**src/hdl/lnmc_pkg.sv**
```systemverilog
package lnmc_pkg;

    typedef enum logic [3:0]
    {
        ST_FAILSAFE = 4'h1,
        ST_NORMAL = 4'h2,
        ST_SILENT = 4'h4,
        ST_SLEEP = 4'h8
    } lnmc_state_t;

    typedef enum logic [1:0]
    {
        SRC_NONE = 2'h0,
        SRC_BUS = 2'h1,
        SRC_LOCAL = 2'h2,
        SRC_UV = 2'h3
    } lnmc_src_t;

    // ----------------------------------------
    // timing
    // ----------------------------------------
    localparam int CLK_PERIOD_NS = 10;
    localparam int RESET_TIME_MS = 4;
    localparam int BUS_FILTER_TIME_US = 100;
    localparam int SLEEP_SKEW_NS = 3200;
    localparam logic [31:0] RESET_CYCLES = 32'((RESET_TIME_MS * 1000000 + CLK_PERIOD_NS - 1) / CLK_PERIOD_NS);
    localparam logic [31:0] BUS_FILTER_CYCLES = 32'((BUS_FILTER_TIME_US * 1000 + CLK_PERIOD_NS - 1) / CLK_PERIOD_NS);
    localparam logic [31:0] SLEEP_SKEW_CYCLES = 32'((SLEEP_SKEW_NS / CLK_PERIOD_NS > 0) ? SLEEP_SKEW_NS / CLK_PERIOD_NS : 1);
    localparam logic [31:0] MODE_WINDOW_CYCLES = 32'h00000010;
    localparam logic [31:0] LOCAL_WAKE_CYCLES = 32'h000003E8;
    localparam logic [31:0] DOM_TIMEOUT_CYCLES = 32'h000003E8;
    localparam logic [31:0] WDOG_CYCLES = 32'h000186A0;

    // ----------------------------------------
    // synchroniser bit positions and reset levels
    // ----------------------------------------
    localparam int SYNC_W = 9;
    localparam int I_EN = 0;
    localparam int I_TXD = 1;
    localparam int I_TRIG = 2;
    localparam int I_LWAKE = 3;
    localparam int I_BUS = 4;
    localparam int I_PREWAKE = 5;
    localparam int I_BATUV = 6;
    localparam int I_VCCUV = 7;
    localparam int I_HS = 8;
    localparam logic [8:0] SYNC_RESET = 9'h01E;

endpackage

```
**src/hdl/lnmc_ctrl.sv**
```systemverilog
`timescale 1ns/1ps
module lnmc_ctrl
#(
    parameter logic [31:0] RESET_CYCLES = lnmc_pkg::RESET_CYCLES,
    parameter logic [31:0] BUS_FILTER_CYCLES = lnmc_pkg::BUS_FILTER_CYCLES,
    parameter logic [31:0] WDOG_CYCLES = lnmc_pkg::WDOG_CYCLES,
    parameter logic [31:0] LOCAL_WAKE_CYCLES = lnmc_pkg::LOCAL_WAKE_CYCLES,
    parameter logic [31:0] DOM_TIMEOUT_CYCLES = lnmc_pkg::DOM_TIMEOUT_CYCLES,
    parameter logic [31:0] MODE_WINDOW_CYCLES = lnmc_pkg::MODE_WINDOW_CYCLES
)
(
    // clock and reset
    input wire logic sys_clk,
    input wire logic rst_n,
    // host pins
    input wire logic mode_select_in,
    input wire logic txd_in,
    output logic txd_out,
    output logic txd_oe,
    output logic rxd_out,
    input wire logic watchdog_trigger_n,
    output logic reset_out_n,
    // wake and supply monitors
    input wire logic local_wake_in,
    input wire logic bus_rx_in,
    input wire logic bus_prewake_threshold,
    input wire logic battery_undervoltage_threshold,
    input wire logic vcc_undervoltage_in,
    // high-side and limp-home
    input wire logic high_side_control_in,
    output logic high_side_out,
    output logic limp_home_out,
    // analog front-end controls
    output logic bus_drive_dominant,
    output logic bus_termination_on,
    output logic bus_receiver_on,
    output logic regulator_on,
    output logic watchdog_running,
    output lnmc_pkg::lnmc_state_t mode_state
);

    // ----------------------------------------
    // input synchronisers
    // ----------------------------------------
    logic [lnmc_pkg::SYNC_W-1:0] raw_in;
    logic [lnmc_pkg::SYNC_W-1:0] sync_a;
    logic [lnmc_pkg::SYNC_W-1:0] sync_b;
    logic [lnmc_pkg::SYNC_W-1:0] sync_prev;

    assign raw_in = {high_side_control_in, vcc_undervoltage_in, battery_undervoltage_threshold,
                     bus_prewake_threshold, bus_rx_in, local_wake_in, watchdog_trigger_n,
                     txd_in, mode_select_in};

    genvar g;
    generate
        for (g = 0; g < lnmc_pkg::SYNC_W; g = g + 1)
        begin : gen_sync
            always_ff @(posedge sys_clk or negedge rst_n)
            begin
                if (!rst_n)
                begin
                    sync_a[g] <= lnmc_pkg::SYNC_RESET[g];
                    sync_b[g] <= lnmc_pkg::SYNC_RESET[g];
                    sync_prev[g] <= lnmc_pkg::SYNC_RESET[g];
                end
                else
                begin
                    sync_a[g] <= raw_in[g];
                    sync_b[g] <= sync_a[g];
                    sync_prev[g] <= sync_b[g];
                end
            end
        end
    endgenerate

    wire en_s = sync_b[lnmc_pkg::I_EN];
    wire txd_s = sync_b[lnmc_pkg::I_TXD];
    wire lw_s = sync_b[lnmc_pkg::I_LWAKE];
    wire bus_s = sync_b[lnmc_pkg::I_BUS];
    wire prewake_s = sync_b[lnmc_pkg::I_PREWAKE];
    wire bat_uv_s = sync_b[lnmc_pkg::I_BATUV];
    wire vcc_uv_s = sync_b[lnmc_pkg::I_VCCUV];
    wire hs_s = sync_b[lnmc_pkg::I_HS];
    wire en_fall = sync_prev[lnmc_pkg::I_EN] & ~en_s;
    wire trig_fall = sync_prev[lnmc_pkg::I_TRIG] & ~sync_b[lnmc_pkg::I_TRIG];
    wire lw_fall = sync_prev[lnmc_pkg::I_LWAKE] & ~lw_s;
    wire bus_rise = ~sync_prev[lnmc_pkg::I_BUS] & bus_s;

    // ----------------------------------------
    // state
    // ----------------------------------------
    lnmc_pkg::lnmc_state_t state;
    lnmc_pkg::lnmc_state_t next_state;
    lnmc_pkg::lnmc_src_t src;
    lnmc_pkg::lnmc_src_t next_src;
    logic [31:0] rst_timer;
    logic [31:0] next_rst_timer;
    logic [31:0] wd_cnt;
    logic [31:0] mode_cnt;
    logic [31:0] dom_cnt;
    logic [31:0] bus_cnt;
    logic [31:0] lw_cnt;
    logic uv_flag;
    logic txd_hi_all;
    logic txd_lo_all;
    logic rx_en;
    logic bus_armed;
    logic lw_armed;
    logic limp;
    logic next_limp;

    // ----------------------------------------
    // event decode
    // ----------------------------------------
    wire is_fs = state == lnmc_pkg::ST_FAILSAFE;
    wire is_normal = state == lnmc_pkg::ST_NORMAL;
    wire is_silent = state == lnmc_pkg::ST_SILENT;
    wire is_sleep = state == lnmc_pkg::ST_SLEEP;
    wire low_power = is_silent | is_sleep;
    wire timer_busy = rst_timer != 32'h0;
    wire wd_run = (is_normal | is_fs) & ~timer_busy;
    wire wd_expired = wd_run & (wd_cnt >= WDOG_CYCLES);
    // regulator is off in sleep, so its undervoltage flag means nothing there
    wire vcc_fail = vcc_uv_s & ~is_sleep;
    wire reset_evt = wd_expired | vcc_fail;
    wire bus_wake = low_power & rx_en & bus_armed & bus_rise & (bus_cnt > BUS_FILTER_CYCLES)
                    & (is_sleep | txd_s);
    wire local_wake = low_power & lw_armed & ~lw_s & (lw_cnt == LOCAL_WAKE_CYCLES);
    wire wake_evt = bus_wake | local_wake;
    wire mode_ok = is_normal | (is_fs & uv_flag & ~timer_busy);
    wire mode_done = mode_cnt == 32'h1;
    wire go_silent = mode_done & txd_hi_all & mode_ok;
    wire go_sleep = mode_done & txd_lo_all & mode_ok;
    wire dom_block = dom_cnt >= DOM_TIMEOUT_CYCLES;

    // ----------------------------------------
    // mode transitions
    // ----------------------------------------
    always_comb
    begin
        next_state = state;
        case (state)
            lnmc_pkg::ST_FAILSAFE:
            begin
                if (timer_busy || reset_evt)
                    next_state = lnmc_pkg::ST_FAILSAFE;
                else if (go_sleep)
                    next_state = lnmc_pkg::ST_SLEEP;
                else if (go_silent)
                    next_state = lnmc_pkg::ST_SILENT;
                else if (en_s && !bat_uv_s && mode_cnt == 32'h0)
                    next_state = lnmc_pkg::ST_NORMAL;
            end
            lnmc_pkg::ST_NORMAL:
            begin
                if (reset_evt || bat_uv_s)
                    next_state = lnmc_pkg::ST_FAILSAFE;
                else if (go_sleep)
                    next_state = lnmc_pkg::ST_SLEEP;
                else if (go_silent)
                    next_state = lnmc_pkg::ST_SILENT;
            end
            lnmc_pkg::ST_SILENT:
            begin
                if (reset_evt || wake_evt || en_s)
                    next_state = lnmc_pkg::ST_FAILSAFE;
            end
            lnmc_pkg::ST_SLEEP:
            begin
                if (wake_evt || en_s)
                    next_state = lnmc_pkg::ST_FAILSAFE;
            end
            default:
                next_state = lnmc_pkg::ST_FAILSAFE;
        endcase
    end

    assign next_rst_timer = reset_evt ? RESET_CYCLES : (timer_busy ? rst_timer - 32'h1 : 32'h0);

    // hardware set wins over the clear in normal mode
    assign next_src = local_wake ? lnmc_pkg::SRC_LOCAL :
                      bus_wake ? lnmc_pkg::SRC_BUS :
                      (is_normal && bat_uv_s) ? lnmc_pkg::SRC_UV :
                      (is_normal && en_s) ? lnmc_pkg::SRC_NONE : src;

    assign next_limp = wd_expired ? 1'b1 :
                       (next_state == lnmc_pkg::ST_SLEEP) ? 1'b0 :
                       (is_normal && trig_fall) ? 1'b0 : limp;

    // ----------------------------------------
    // output decode from next values
    // ----------------------------------------
    wire next_fs = next_state == lnmc_pkg::ST_FAILSAFE;
    wire next_normal = next_state == lnmc_pkg::ST_NORMAL;
    wire next_sleep = next_state == lnmc_pkg::ST_SLEEP;
    wire next_silent = next_state == lnmc_pkg::ST_SILENT;
    wire src_txd_low = next_src == lnmc_pkg::SRC_BUS || next_src == lnmc_pkg::SRC_LOCAL;
    wire src_rxd_low = next_src == lnmc_pkg::SRC_BUS || next_src == lnmc_pkg::SRC_UV;
    // transmit pin only pulls low; its high level comes from the pull-up so the host can still drive it
    wire drv_txd_oe = (next_fs & src_txd_low) | next_sleep;
    wire drv_rxd = next_normal ? bus_s : next_fs ? ~src_rxd_low : next_silent;
    wire drv_dominant = next_normal & ~txd_s & ~dom_block;
    wire drv_reset_n = (next_rst_timer == 32'h0) & ~next_sleep;

    // ----------------------------------------
    // main registers
    // ----------------------------------------
    always_ff @(posedge sys_clk or negedge rst_n)
    begin
        if (!rst_n)
        begin
            state <= lnmc_pkg::ST_FAILSAFE;
            rst_timer <= RESET_CYCLES;
            src <= lnmc_pkg::SRC_NONE;
            limp <= 1'b0;
        end
        else
        begin
            state <= next_state;
            rst_timer <= next_rst_timer;
            src <= next_src;
            limp <= next_limp;
        end
    end

    // watchdog stops outside normal and fail-safe, and restarts on every falling trigger edge
    always_ff @(posedge sys_clk or negedge rst_n)
    begin
        if (!rst_n)
            wd_cnt <= 32'h0;
        else if (!wd_run || trig_fall || reset_evt)
            wd_cnt <= 32'h0;
        else if (wd_cnt < WDOG_CYCLES)
            wd_cnt <= wd_cnt + 32'h1;
    end

    always_ff @(posedge sys_clk or negedge rst_n)
    begin
        if (!rst_n)
            uv_flag <= 1'b0;
        else if (is_normal && bat_uv_s)
            uv_flag <= 1'b1;
        else if (!is_fs)
            uv_flag <= 1'b0;
    end

    // mode window: the skew lead lets transmit fall late before it is sampled
    always_ff @(posedge sys_clk or negedge rst_n)
    begin
        if (!rst_n)
        begin
            mode_cnt <= 32'h0;
            txd_hi_all <= 1'b0;
            txd_lo_all <= 1'b0;
        end
        else if (en_fall && mode_ok)
        begin
            mode_cnt <= lnmc_pkg::SLEEP_SKEW_CYCLES + MODE_WINDOW_CYCLES;
            txd_hi_all <= 1'b1;
            txd_lo_all <= 1'b1;
        end
        else if (en_s || !mode_ok)
            mode_cnt <= 32'h0;
        else if (mode_cnt != 32'h0)
        begin
            mode_cnt <= mode_cnt - 32'h1;
            if (mode_cnt <= MODE_WINDOW_CYCLES)
            begin
                txd_hi_all <= txd_hi_all & txd_s;
                txd_lo_all <= txd_lo_all & ~txd_s;
            end
        end
    end

    always_ff @(posedge sys_clk or negedge rst_n)
    begin
        if (!rst_n)
            dom_cnt <= 32'h0;
        else if (!is_normal || txd_s)
            dom_cnt <= 32'h0;
        else if (!dom_block)
            dom_cnt <= dom_cnt + 32'h1;
    end

    // ----------------------------------------
    // wake detectors
    // ----------------------------------------
    always_ff @(posedge sys_clk or negedge rst_n)
    begin
        if (!rst_n)
        begin
            rx_en <= 1'b0;
            bus_armed <= 1'b0;
            bus_cnt <= 32'h0;
        end
        else if (!low_power)
        begin
            rx_en <= 1'b0;
            bus_armed <= 1'b0;
            bus_cnt <= 32'h0;
        end
        else
        begin
            if (prewake_s)
                rx_en <= 1'b1;
            if (rx_en && bus_s)
            begin
                bus_armed <= ~bus_rise | bus_armed;
                bus_cnt <= 32'h0;
            end
            else if (rx_en && bus_armed && bus_cnt <= BUS_FILTER_CYCLES)
                bus_cnt <= bus_cnt + 32'h1;
        end
    end

    // a new local wake needs the pin to go high again before its next falling edge
    always_ff @(posedge sys_clk or negedge rst_n)
    begin
        if (!rst_n)
        begin
            lw_armed <= 1'b0;
            lw_cnt <= 32'h0;
        end
        else if (lw_s || !low_power)
        begin
            lw_armed <= 1'b0;
            lw_cnt <= 32'h0;
        end
        else if (lw_fall)
        begin
            lw_armed <= 1'b1;
            lw_cnt <= 32'h0;
        end
        else if (lw_armed && lw_cnt <= LOCAL_WAKE_CYCLES)
            lw_cnt <= lw_cnt + 32'h1;
    end

    // ----------------------------------------
    // output registers
    // ----------------------------------------
    always_ff @(posedge sys_clk or negedge rst_n)
    begin
        if (!rst_n)
        begin
            reset_out_n <= 1'b0;
            txd_out <= 1'b0;
            txd_oe <= 1'b0;
            rxd_out <= 1'b1;
            bus_drive_dominant <= 1'b0;
            bus_termination_on <= 1'b1;
            bus_receiver_on <= 1'b0;
            regulator_on <= 1'b1;
            watchdog_running <= 1'b0;
            high_side_out <= 1'b0;
            limp_home_out <= 1'b0;
            mode_state <= lnmc_pkg::ST_FAILSAFE;
        end
        else
        begin
            reset_out_n <= drv_reset_n;
            txd_out <= 1'b0;
            txd_oe <= drv_txd_oe;
            rxd_out <= drv_rxd;
            bus_drive_dominant <= drv_dominant;
            bus_termination_on <= next_fs | next_normal;
            bus_receiver_on <= next_normal | (rx_en & ~next_fs);
            regulator_on <= ~next_sleep;
            watchdog_running <= (next_fs | next_normal) & (next_rst_timer == 32'h0);
            high_side_out <= hs_s & ~next_sleep;
            limp_home_out <= next_limp;
            mode_state <= next_state;
        end
    end
endmodule

```
**config.mk**
```make
export PLATFORM = sky130hd
export DESIGN_NAME = lnmc_ctrl
export DESIGN_NICKNAME = d
export VERILOG_FILES = /design/src/hdl/lnmc_pkg.sv /design/src/hdl/lnmc_ctrl.sv
export SDC_FILE = /design/constraint.sdc
export NUM_CORES = 1
export LEC_CHECK = 0
export ABC_AREA = 1
export CORE_MARGIN = 5
export CORE_UTILIZATION = 51
export CTS_CLUSTER_DIAMETER = 120
export DETAILED_ROUTE_END_ITERATION = 10
export DONT_BUFFER_PORTS = 1
export GPL_TIMING_DRIVEN = 0
export PLACE_DENSITY = 0.66
export SLEW_MARGIN = 10
export SYNTH_ARGS = -nofsm -noshare
export SYNTH_HDL_FRONTEND = slang
export SYNTH_SLANG_ARGS = --single-unit
```
**constraint.sdc**
```tcl
create_clock -name sys_clk -period 2.6 [get_ports sys_clk]
set_input_delay 0.52 -clock sys_clk [delete_from_list [all_inputs] [get_ports sys_clk]]
set_output_delay 0.52 -clock sys_clk [all_outputs]
set_load 0.01 [all_outputs]
```
# Word level (Yosys, flattened, before mapping)
# Cells that the tools add are included.
# totals
mem_bits_rw	0
reg_bits	236
out_inout_bits	15
latch_bits	0
mem_count	0
mem_bits_ro	0
# classes
n_eq_ne	19
div	0
bitwise	52
order_cmp	7
reduce_logical	39
addsub	6
muxes	50
mul	0
shifts	0
# op_table
operator	n
32-bit 2-to-1 mux	15
32-bit by 1-bit adder with 32-bit output (second input constant)	4
32-bit logical NOT	2
32-bit nonzero test	2
32-bit by 1-bit subtractor with 32-bit output (second input constant)	2
4-bit 2-to-1 mux	9
32-bit by 1-bit == test with 1-bit output (second input constant)	1
32-bit by 10-bit == test with 1-bit output (second input constant)	1
32-bit by 10-bit >= comparator with 1-bit output (second input constant)	1
32-bit by 17-bit >= comparator with 1-bit output (second input constant)	1
32-bit by 14-bit > comparator with 1-bit output (second input constant)	1
32-bit by 10-bit <= comparator with 1-bit output (second input constant)	1
32-bit by 14-bit <= comparator with 1-bit output (second input constant)	1
32-bit by 5-bit <= comparator with 1-bit output (second input constant)	1
32-bit by 17-bit < comparator with 1-bit output (second input constant)	1
1-bit bitwise AND	30
1-bit 2-to-1 mux	21
4-bit one-hot mux with 4 select lines	1
1-bit logical OR	12
1-bit inverter	12
1-bit logical AND	10
1-bit OR	10
3-bit nonzero test	3
4-bit by 1-bit == test with 1-bit output (second input constant)	2
12 further kinds	29

# Logic depth before layout (Yosys ltp)
# Gate-level depths: netlist of run 1.
# depth
depth_word	16
ltp_mapped	16

# Worst setup path before layout of run 1
# OpenSTA, ideal clock, no wires.
# synth_path
path_type	register to register
from	register rst_timer[0]
to	register mode_cnt[22]
stages_incl_launch_ff	13
setup_slack_ns	0.542
t_arrival_ns	1.932
synth_period_minus_slack_ns	2.058
n_path_buf	0
path_cell_list	dfrtp_1 > inv_1 > ha_1 > nand2_4 > nor2_8 > nand4_4 > o21ai_4 > nand2_4 > nor2_4 > nand2_1 > nand4_1 > or2_2 > a21oi_1
# synth_via
elab_chain_cells	8
word_cells_on_any_way	10
# synth_rtl
item	line_no	text
start: declaration	lnmc_ctrl.sv:96	logic [31:0] rst_timer;
start signal: assignment	lnmc_ctrl.sv:220	rst_timer <= next_rst_timer;
32-bit nonzero test *	lnmc_ctrl.sv:120	wire timer_busy = rst_timer != 32'h0;
1-bit inverter *	lnmc_ctrl.sv:130	wire mode_ok = is_normal | (is_fs & uv_flag & ~timer_busy);
1-bit bitwise AND *	lnmc_ctrl.sv:130	
1-bit OR *	lnmc_ctrl.sv:130	
1-bit logical NOT	lnmc_ctrl.sv:262	else if (en_s || !mode_ok)
1-bit logical OR	lnmc_ctrl.sv:262	
32-bit 2-to-1 mux	lnmc_ctrl.sv:262	
32-bit 2-to-1 mux	lnmc_ctrl.sv:256	else if (en_fall && mode_ok)
end signal: assignment	lnmc_ctrl.sv:258	mode_cnt <= lnmc_pkg::SLEEP_SKEW_CYCLES + MODE_WINDOW_CYCLES;
end signal: assignment	lnmc_ctrl.sv:266	mode_cnt <= mode_cnt - 32'h1;
end: declaration	lnmc_ctrl.sv:99	logic [31:0] mode_cnt;
# Every way passes the cells marked *; elsewhere a longest branch is shown, timed or not.
# A chain may end at the register's enable or synchronous reset.

==> results of run 1 <==
[flip-flops by register name, indices dropped and copies added (netlist names), 2 cells and up]
| signal | flops |
|---|---|
| bus_cnt | 32 |
| dom_cnt | 32 |
| lw_cnt | 32 |
| mode_cnt | 32 |
| mode_state | 4 |
| rst_timer | 32 |
| src | 2 |
| sync_a | 9 |
| sync_prev | 4 |
| wd_cnt | 32 |
[cell families after synthesis]
group                    share of synthesized area [%]
AO/OA/AOI/OAI                                    6.794
flip-flops                                       53.06
AND/OR/NAND/NOR                                  28.02
adder cells (fa/ha/maj)                          1.231
XOR/XNOR                                         3.212
other                                          0.03354
buffers and inverters                            7.644
[how the worst max path moves through the flow]
stage / start / end / slack (ns) / depth (start not counted)
2_1_floorplan: rst_timer[0]$_DFF_PN0_ / mode_cnt[22]$_DFFE_PN0P_ / 0.54 / 12
3_3_place_gp: rst_timer[0]$_DFF_PN0_ / reset_out_n$_DFF_PN0_ / 0.02 / 13
3_5_place_dp: rst_timer[0]$_DFF_PN0_ / watchdog_running$_DFF_PN0_ / 0.01 / 13
4_1_cts: rst_timer[0]$_DFF_PN0_ / reset_out_n$_DFF_PN0_ / 0.01 / 13
5_1_grt: mode_state[0]$_DFF_PN1_ / watchdog_running$_DFF_PN0_ / -0.02 / 15
6_report: mode_state[0]$_DFF_PN1_ / bus_receiver_on$_DFF_PN0_ / 0.20 / 14
[power breakdown]
group	leakage (nW)	total [W]	internal, W	switching [W]
clock network	0.417	0.00362	0.00220	0.00142
logic	2.35	0.000237	0.0000859	0.000151
registers	3.15	0.00379	0.00374	0.0000486
total	5.92	0.00765	0.00603	0.00162
[layer usage]
metal	GRT usage (%)	share of wire, %	vias to the layer above
met4	4.712	2.4	0
met5	0	0	-
met1	25.63	47	3958
li1	-	-	4320
met3	2.679	3.1	45
met2	31.37	47	122
[metrics by stage]
step                      power (W)  std cells  setup WS, ns  setup TNS (ns)  utilization, %
after CTS                  0.007757       1673       0.01054               0           57.81
after detailed placement   0.004078       1617       0.01054               0           53.42
after floorplan            0.004023       1337        0.5415               0               -
final                      0.007651       1675        0.1988               0           58.05
after global routing       0.007947       1675      -0.02252        -0.04392           58.05
after global placement     0.004075       1617       0.01824               0           53.42
[critical path: cells and delay by family (launching register included)]
kind,cells,cell delay [ns]
buffers and inverters,2,0.21
DFF,1,0.64
and+or+nand+nor,10,1.08
AOI/OAI and AO/OA,2,0.39
[what timing repair did]
| item | 4_1_cts | 5_1_grt |
|---|---|---|
| setup buffers | 0 | 2 |
| hold endpoints to repair | 245 | 236 |
| setup endpoints to repair | 0 | 30 |
| gates resized for setup | 0 | 9 |
[final cells by class]
class | instances | area [µm²]
Clock inverter | 5 | 100.1
Timing Repair Buffer | 11 | 105.1
Clock buffer | 42 | 760.7
Inverter | 208 | 780.7
Tap cell | 280 | 350.3
Sequential cell | 236 | 5932
Multi-Input combinational cell | 879 | 4486
Buffer | 14 | 76.32
Fill cell | 1940 | 9097
[synth_stat cells (2+ instances only)]
library cell | instances | area [µm²]
a21oi_2 | 2 | 17.52
nand2_1 | 187 | 701.9
nor3b_1 | 5 | 37.54
a211oi_1 | 11 | 82.58
dfstp_2 | 21 | 551.8
o21a_1 | 3 | 22.52
nor3_1 | 33 | 165.2
nor3_2 | 4 | 40.04
a21boi_0 | 2 | 15.01
nor4_1 | 17 | 106.4
nand3_1 | 67 | 335.3
nor2_1 | 272 | 1021
nand2_2 | 11 | 68.82
dfrtp_1 | 215 | 5380
a21oi_1 | 44 | 220.2
nand3_2 | 3 | 30.03
o31ai_1 | 2 | 15.01
a211oi_2 | 2 | 25.02
inv_1 | 199 | 747.0
xor2_1 | 26 | 227.7
nor2_4 | 7 | 78.83
clkbuf_1 | 8 | 30.03
nand2_4 | 3 | 33.78
o21ai_1 | 3 | 15.01
o21ai_0 | 45 | 225.2
a31oi_1 | 3 | 18.77
or2_2 | 3 | 18.77
nor2_2 | 17 | 106.4
buf_4 | 3 | 22.52
inv_2 | 8 | 30.03
o21bai_1 | 3 | 22.52
nand3b_1 | 5 | 37.54
nand4_1 | 42 | 262.8
ha_1 | 11 | 137.6
xnor2_1 | 15 | 131.4
o211ai_1 | 3 | 22.52
buf_2 | 2 | 10.01
==> results.yml, run 1 <==
power_and_ir_drop:
  powerDensity_nw_per_um2: 607.7
  ir_worst_vdd_mv: 0.4667
  power.leakage_nw: 5.921
setup_path:
  crit_fanout: 6
  critPathLaunchType: "flip-flop"
  r2r-end: "bus_receiver_on$_DFF_PN0_"
  worstSetupPathType: "flip-flop to flip-flop"
  critical_path.most_common_cell: "nor2_1"
  cp_slowest_stage_delay_ns: 0.64
  cp-end-kind: "flip-flop"
  r2r_start: "mode_state[0]$_DFF_PN1_"
  critPathRequiredTime_ns: 3.04
  cp.arrival_ns: 2.84
  worstPathCellList: "nor2_1 > nand3_2 > nand2_1 > inv_2 > nor2_1 > inv_1 > nor2_1 > a21oi_1 > nand2_1 > nor2_1 > nor2_1 > nor2_1 > nand3_2 > o21ai_1"
  r2r_setup_slack_ns: 0.20
  reg2reg_depth: 14
  critPathSlowestCell: "dfstp_2"
cts:
  numCtsBuffers: 26
  clk_pin_slew_ns: 0.06
  cts_sinks: 236
  cts_root_buf: "clkbuf_16"
  cts_tree: "built"
  insertion_delay_ns: 0.54
  postCtsHoldBufs: 9
  htreeDepth: 1
  cts.path.max_buffers: 3
placement:
  port_buffers: 0
  routabilityCongestion: 0.8722
  placed_cell_area_um2: 11590
  dp_hpwl_um: 15990
routing:
  vias: 8445
  viasPerCell: 5.042
  drtIter0Drc: 473
  drc: 0
  wl_per_cell_um: 13.34
  dr.pass1.iters: 5
  routed_wirelength_um: 22340
  ant_nets: 0
status:
  violations: "negative hold slack"
  status: "complete, but fails checks"
grt:
  grt.overflow.total: 0
  first_global_vias: 8316
  grt_pass1_wl_um: 38610
  antenna_found_initial: 0
  grt_max_degree: 237
  grt_use_total_pct: 18.62
synthesis:
  synth-edff-count: 0
  synth_area_per_cell_um2: 8.456
  syn_area_um2: 11180
  yosysSeqAreaShare_pct: 53.06
  ys_types: 52
  synth-main-ff-cell: "dfrtp_1"
  ys_ff_latch: 236
  ys_warn_count: 0
  synth_cells: 1322
  async_reset_ff_share_pct: 100.0
cells_and_area:
  final_area_um2: 12590
  syn2layout_area_growth_pct: 12.62
  final_common_cell: "nor2_1"
  drive_gt1_share_pct: 9.749
  layout_common_cells: "271 x nor2_1, 215 x dfrtp_1, 199 x inv_1"
  diodes: 0
  final_nets: 1398
die:
  dieWidth_um: 158.1
  start_util_pct: 51.55
  fp.dieArea_um2: 24980
  boundaryPins: 26
  fp.dieH_um: 158.1
  rows: 54
  core-area_um2: 21690
sta:
  hold_viol: 217
  fin_crit_ns: 2.401
  slew_violations: 0
  max_freq_mhz: 416.5
  worst_pin_slew_ns: 0.5374
  fin_crit_sh_pct: 92.35
  worst_clock_skew_ns: 0.01239
  rsz0062_at_grt: "true"
  finalSetupViolCount: 0
  maxSlewHeadroom_pct: 63.84
  fin_hold_ws_ns: -0.3093
min_path:
  hold_path.class: "primary input to async pin"
flow_run:
  drv_cap: 0
Note: power is estimated with default switching activity, not from simulation.
==> run 2: changes to the inputs <==
Settings changed: BUFFER_PORTS_ARGS from default to -buffer_cell sky130_fd_sc_hd__buf_2, CORE_MARGIN 5 to default, DONT_BUFFER_PORTS 1 to default, PLACE_DENSITY 0.66 to 0.67, REMOVE_ABC_BUFFERS from default to 1.
==> run 2 against run 1 <==
  * Highest routed layer unchanged
  * Total power grew 2.1%
  * The flow now finishes without violations
  * Critical path depth shrank 2
  * Non-clock buffer count grew 9
  * Die area shrank 9.9%
  * Combinational power grew 32%
==> results.yml, run 2 (synthesis results as in run 1) <==
setup_path:
  r2r-end: "mode_cnt[22]$_DFFE_PN0P_"
  critPathRequiredTime_ns: 3.00
  reg2reg_depth: 12
  r2r_start: "rst_timer[0]$_DFF_PN0_"
  worstSetupPathType: "flip-flop to flip-flop"
  critPathLaunchType: "flip-flop"
  r2r_setup_slack_ns: 0.19
  crit_fanout: 14
  cp.arrival_ns: 2.81
  cp-end-kind: "flip-flop"
  startpoint: "rst_timer[0]$_DFF_PN0_"
status:
  status: "finished, final reports clean"
cells_and_area:
  layout_common_cells: "270 x nor2_1, 215 x dfrtp_1, 199 x inv_1"
  fin_util_pct: 59.69
  syn2layout_area_growth_pct: 13.65
  drive_gt1_share_pct: 11.96
  final_nets: 1407
  diodes: 0
  final_common_cell: "nor2_1"
sta:
  fin_crit_sh_pct: 92.69
  slew_violations: 0
  worst_clock_skew_ns: 0.009107
  fin_crit_ns: 2.410
  hold_viol: 0
  max_freq_mhz: 414.9
  fin_hold_ws_ns: 0.09168
  worst_pin_slew_ns: 0.7163
  fin_tns_setup_ns: 0
  maxSlewHeadroom_pct: 52.13
  finalSetupViolCount: 0
grt:
  grt_pass1_wl_um: 37540
  grtUsageMet3_pct: 2.744
  grtUsageMet1_pct: 29.21
  grt_max_degree: 114
  busiest_layer: "met2"
  grt_use_total_pct: 20.49
  grt.overflow.total: 0
  first_global_vias: 8027
  use_met2_pct: 33.03
  antenna_found_initial: 0
power_and_ir_drop:
  powerDensity_nw_per_um2: 614.9
  power.leakage_nw: 5.998
  power_w: 0.007812
  ir_worst_vdd_mv: 0.5787
cts:
  htreeDepth: 1
  cts_tree: "built"
  cts.path.max_buffers: 3
  cts_sinks: 236
  insertion_delay_ns: 0.53
  numCtsBuffers: 26
  clk_pin_slew_ns: 0.06
  cts_root_buf: "clkbuf_16"
min_path:
  whs_path_depth: 1
  worstHoldStart: "bus_rx_in"
  min_to: "sync_a[4]$_DFF_PN1_"
  hold_path.class: "primary input to flip-flop"
die:
  fp.dieH_um: 150.1
  start_util_pct: 52.52
  boundaryPins: 26
  rows: 53
  dieWidth_um: 150.1
  core-area_um2: 21290
  fp.dieArea_um2: 22520
routing:
  viasPerCell: 5.054
  drc: 0
  wl_per_cell_um: 13.06
  drtIter0Drc: 410
  ant_nets: 0
  dr.pass1.iters: 5
  vias: 8490
  routed_wirelength_um: 21950
placement:
  routabilityCongestion: 0.8550
  port_buffers: 24
  dp_hpwl_um: 15450
flow_run:
  drv_cap: 0
-- run 2: cell types whose count changed in the layout (fill, tap and decap cells not counted), moves of 3 or more --
cell,delta
buf_2,+22
clkbuf_1,-11
dlygate4sd3_1,-8
nand2_1,-3
nand2_2,+3
-- run 2: where the power goes --
part / switching, W / internal (W)
Sequential: 0.0000504 / 0.00374
Combinational: 0.000217 / 0.0000951
Clock: 0.00144 / 0.00226
-- run 2: worst max-delay path by stage --
stage | to | slack (ns)
after global placement | dom_cnt[30]$_DFFE_PN0P_ | -3.06
after detailed placement | watchdog_running$_DFF_PN0_ | -0.26
after floorplan | watchdog_running$_DFF_PN0_ | 0.40
final | mode_cnt[22]$_DFFE_PN0P_ | 0.19
after CTS | mode_cnt[10]$_DFFE_PN0P_ | 0.01
after global routing | mode_cnt[15]$_DFFE_PN0P_ | -0.02
-- run 2: layout make-up --
| type | instances | area (µm²) |
|---|---|---|
| clock buffer | 38 | 735.7 |
| inverter | 208 | 783.3 |
| fill | 1867 | 8581 |
| sequential | 236 | 5932 |
| timing repair buffer | 34 | 247.7 |
| tap | 275 | 344.1 |
| multi-input combinational | 879 | 4521 |
| clock inverter | 10 | 142.6 |
-- run 2: worst max-delay path, stage by stage (launching register included) --
cell,delay [ns]
dfrtp_1,0.40
inv_1,0.12
ha_4,0.19
nand2_4,0.09
nor2_8,0.16
nand4_4,0.21
o21ai_4,0.33
nand2_8,0.16
nor2_4,0.22
nand2_2,0.12
nand4_1,0.12
or2_2,0.12
a21oi_1,0.05
-- run 2: per-layer routing --
metal | vias to the layer above | share of wire [%] | wire length [µm]
met5 | - | 0 | 0
met4 | 0 | 1.7 | 379
met3 | 27 | 3.9 | 849
met2 | 126 | 45 | 9946
met1 | 3991 | 49 | 10770
li1 | 4346 | - | -
-- run 2: timing repair --
action | in CTS | in global routing
pin swaps | 2 | 5
gates resized for setup | 2 | 14
hold endpoints to repair | 48 | 0
hold buffers | 1 | 0
endpoints found under the setup margin | 8 | 25
buffers inserted | 2 | 5
-- run 2: metrics by stage --
stage	cells	setup WS, ns	cell area [µm²]
final	1680	0.1900	12710
after global routing	1680	-0.01996	12710
after CTS	1675	0.009541	12600
after detailed placement	1624	-0.2635	11690
after global placement	1622	-3.062	11630
after floorplan	1323	0.3964	11160
==> run 3: changes to the inputs <==
Settings changed: MAX_ROUTING_LAYER from default to met4, SETUP_SLACK_MARGIN from default to 0.2.
==> run 3 against run 2 <==
  * First-iteration DRC count grew 18%
  * Worst setup slack improved by 0.056 ns
  * Non-clock buffer count is 18 higher
  * Global-route usage grew 0.81 points
  * Wire length increased by 3.4%
  * Clock-buffer cell count unchanged
  * Largest power group unchanged
==> results.yml, run 3 (synthesis results as in run 1) <==
cts:
  htreeDepth: 1
  numCtsBuffers: 26
  cts.path.max_buffers: 3
  insertion_delay_ns: 0.53
  cts_sinks: 236
  cts_tree: "built"
  cts_root_buf: "clkbuf_16"
  clk_pin_slew_ns: 0.06
placement:
  dp_slack_ns: -0.2635
  dp_hpwl_um: 15450
  dp.cells: 1624
  routabilityCongestion: 0.8686
  placed_cell_area_um2: 11690
  port_buffers: 24
setup_path:
  crit_fanout: 5
  startpoint: "rst_timer[0]$_DFF_PN0_"
  critPathSlowestCell: "dfrtp_1"
  cp-end-kind: "flip-flop"
  r2r_start: "rst_timer[0]$_DFF_PN0_"
  cp_slowest_stage_delay_ns: 0.40
  critPathRequiredTime_ns: 3.04
  reg2reg_depth: 14
  critPathLaunchType: "flip-flop"
  r2r_setup_slack_ns: 0.25
  r2r-end: "reset_out_n$_DFF_PN0_"
  endpoint: "reset_out_n$_DFF_PN0_"
  worstSetupPathType: "flip-flop to flip-flop"
  cp.arrival_ns: 2.79
  worstPathCellList: "inv_2 > ha_4 > nand2_8 > nor2_8 > nand4_4 > buf_12 > nand2_8 > buf_4 > nor2_1 > nor2_1 > nand3_1 > nor2_2 > nand4_1 > nor2_2"
routing:
  routed_wirelength_um: 22690
  dr.pass1.iters: 5
  wl_per_cell_um: 13.35
  drc: 0
  ant_nets: 0
  drtIter0Drc: 485
  viasPerCell: 5.066
  vias: 8613
die:
  fp.dieH_um: 150.1
  dieWidth_um: 150.1
  rows: 53
  boundaryPins: 26
  fp.dieArea_um2: 22520
  start_util_pct: 52.52
  core-area_um2: 21290
grt:
  first_global_vias: 8105
  grt.overflow.total: 0
  grt_use_total_pct: 21.29
  antenna_found_initial: 0
  grt_pass1_wl_um: 37820
  grt_max_degree: 114
sta:
  worst_pin_slew_ns: 0.6391
  fin_crit_sh_pct: 90.54
  maxSlewHeadroom_pct: 57.39
  max_freq_mhz: 424.8
  setup_ws_ns: 0.2460
  fin_crit_ns: 2.354
  finalSetupViolCount: 0
  slew_violations: 0
  hold_viol: 0
  rsz0062_at_grt: "true"
  worst_clock_skew_ns: 0.009660
  fin_tns_setup_ns: 0
flow_run:
  drv_cap: 0
cells_and_area:
  num-fill-cells: 1832
  final_nets: 1427
  layout_common_cells: "261 x nor2_1, 213 x dfrtp_1, 196 x inv_1"
  syn2layout_area_growth_pct: 16.52
  final_common_cell: "nor2_1"
  diodes: 0
  drive_gt1_share_pct: 14.88
  final_area_um2: 13030
  layoutNonFillerInstCount: 1700
status:
  status: "finished, final reports clean"
power_and_ir_drop:
  power.leakage_nw: 6.139
  ir_worst_vdd_mv: 0.5779
  powerDensity_nw_per_um2: 604.0
min_path:
  hold_path.class: "primary input to flip-flop"
[run 3: cell count changes in the layout (fill, tap and decap cells not counted), moves of 3 or more]
cell	before	now
buf_4	7	22
inv_1	199	196
nand2_1	184	180
nor2_1	270	261
nor2_4	8	17
[run 3: layout make-up]
class | count | area, µm² | share of cell area (%)
timing repair buffer | 52 | 402.9 | 3.093
tap | 275 | 344.1 | 2.641
clock buffer | 38 | 735.7 | 5.648
sequential | 236 | 5934 | 45.56
multi-input combinational | 881 | 4678 | 35.91
inverter | 208 | 788.3 | 6.051
clock inverter | 10 | 142.6 | 1.095
[run 3: stage by stage]
stage | utilization, % | hold WS [ns] | power (W)
2_1_floorplan | - | 0.2244 | 0.004020
3_3_place_gp | 54.62 | 0.3333 | 0.004148
3_5_place_dp | 54.92 | 0.3363 | 0.004163
4_1_cts | 59.58 | 0.06667 | 0.007927
5_1_grt | 61.19 | 0.07230 | 0.008164
6_report | 61.19 | 0.09159 | 0.007868
[run 3: critical path: cells and delay by family (launching register included)]
| family | cells | cell delay (ns) |
|---|---|---|
| and+or+nand+nor | 10 | 1.22 |
| adders and majority gates | 1 | 0.19 |
| buffers and inverters | 3 | 0.44 |
| DFF | 1 | 0.40 |
[run 3: power breakdown]
group / switching [W] / internal, W
sequential: 0.0000547 / 0.00374
clock: 0.00145 / 0.00226
combinational: 0.000243 / 0.000114
total: 0.00175 / 0.00612
[run 3: how the worst min path moves through the flow]
stage               depth (start not counted)  slack (ns)           startpoint             endpoint
floorplan                                   0        0.22                rst_n   bat_uv_s$_DFF_PN0_
global placement                            0        0.33  sync_a[8]$_DFF_PN0_       hs_s$_DFF_PN0_
detailed placement                          0        0.34  sync_a[5]$_DFF_PN0_  prewake_s$_DFF_PN0_
CTS                                         1        0.07        local_wake_in  sync_a[3]$_DFF_PN1_
global route                                1        0.07   watchdog_trigger_n  sync_a[2]$_DFF_PN1_
finish                                      1        0.09            bus_rx_in  sync_a[4]$_DFF_PN1_
[run 3: repair_timing]
| item | 4_1_cts | 5_1_grt |
|---|---|---|
| resized for setup | 11 | 49 |
| cloned | 0 | 2 |
| hold buffers | 1 | 0 |
| buffers inserted | 7 | 18 |
| hold endpoints to repair | 48 | 0 |
| endpoints found under the setup margin | 40 | 56 |
| pin swaps | 5 | 16 |
[run 3: per-layer routing]
metal / GRT usage [%] / vias to the layer above / part of all wire, %
li1: - / 4385 / -
met1: 29.54 / 4083 / 49
met2: 33.24 / 114 / 46
met3: 2.744 / 31 / 3.5
met4: 5.303 / 0 / 1.8
met5: - / - / 0
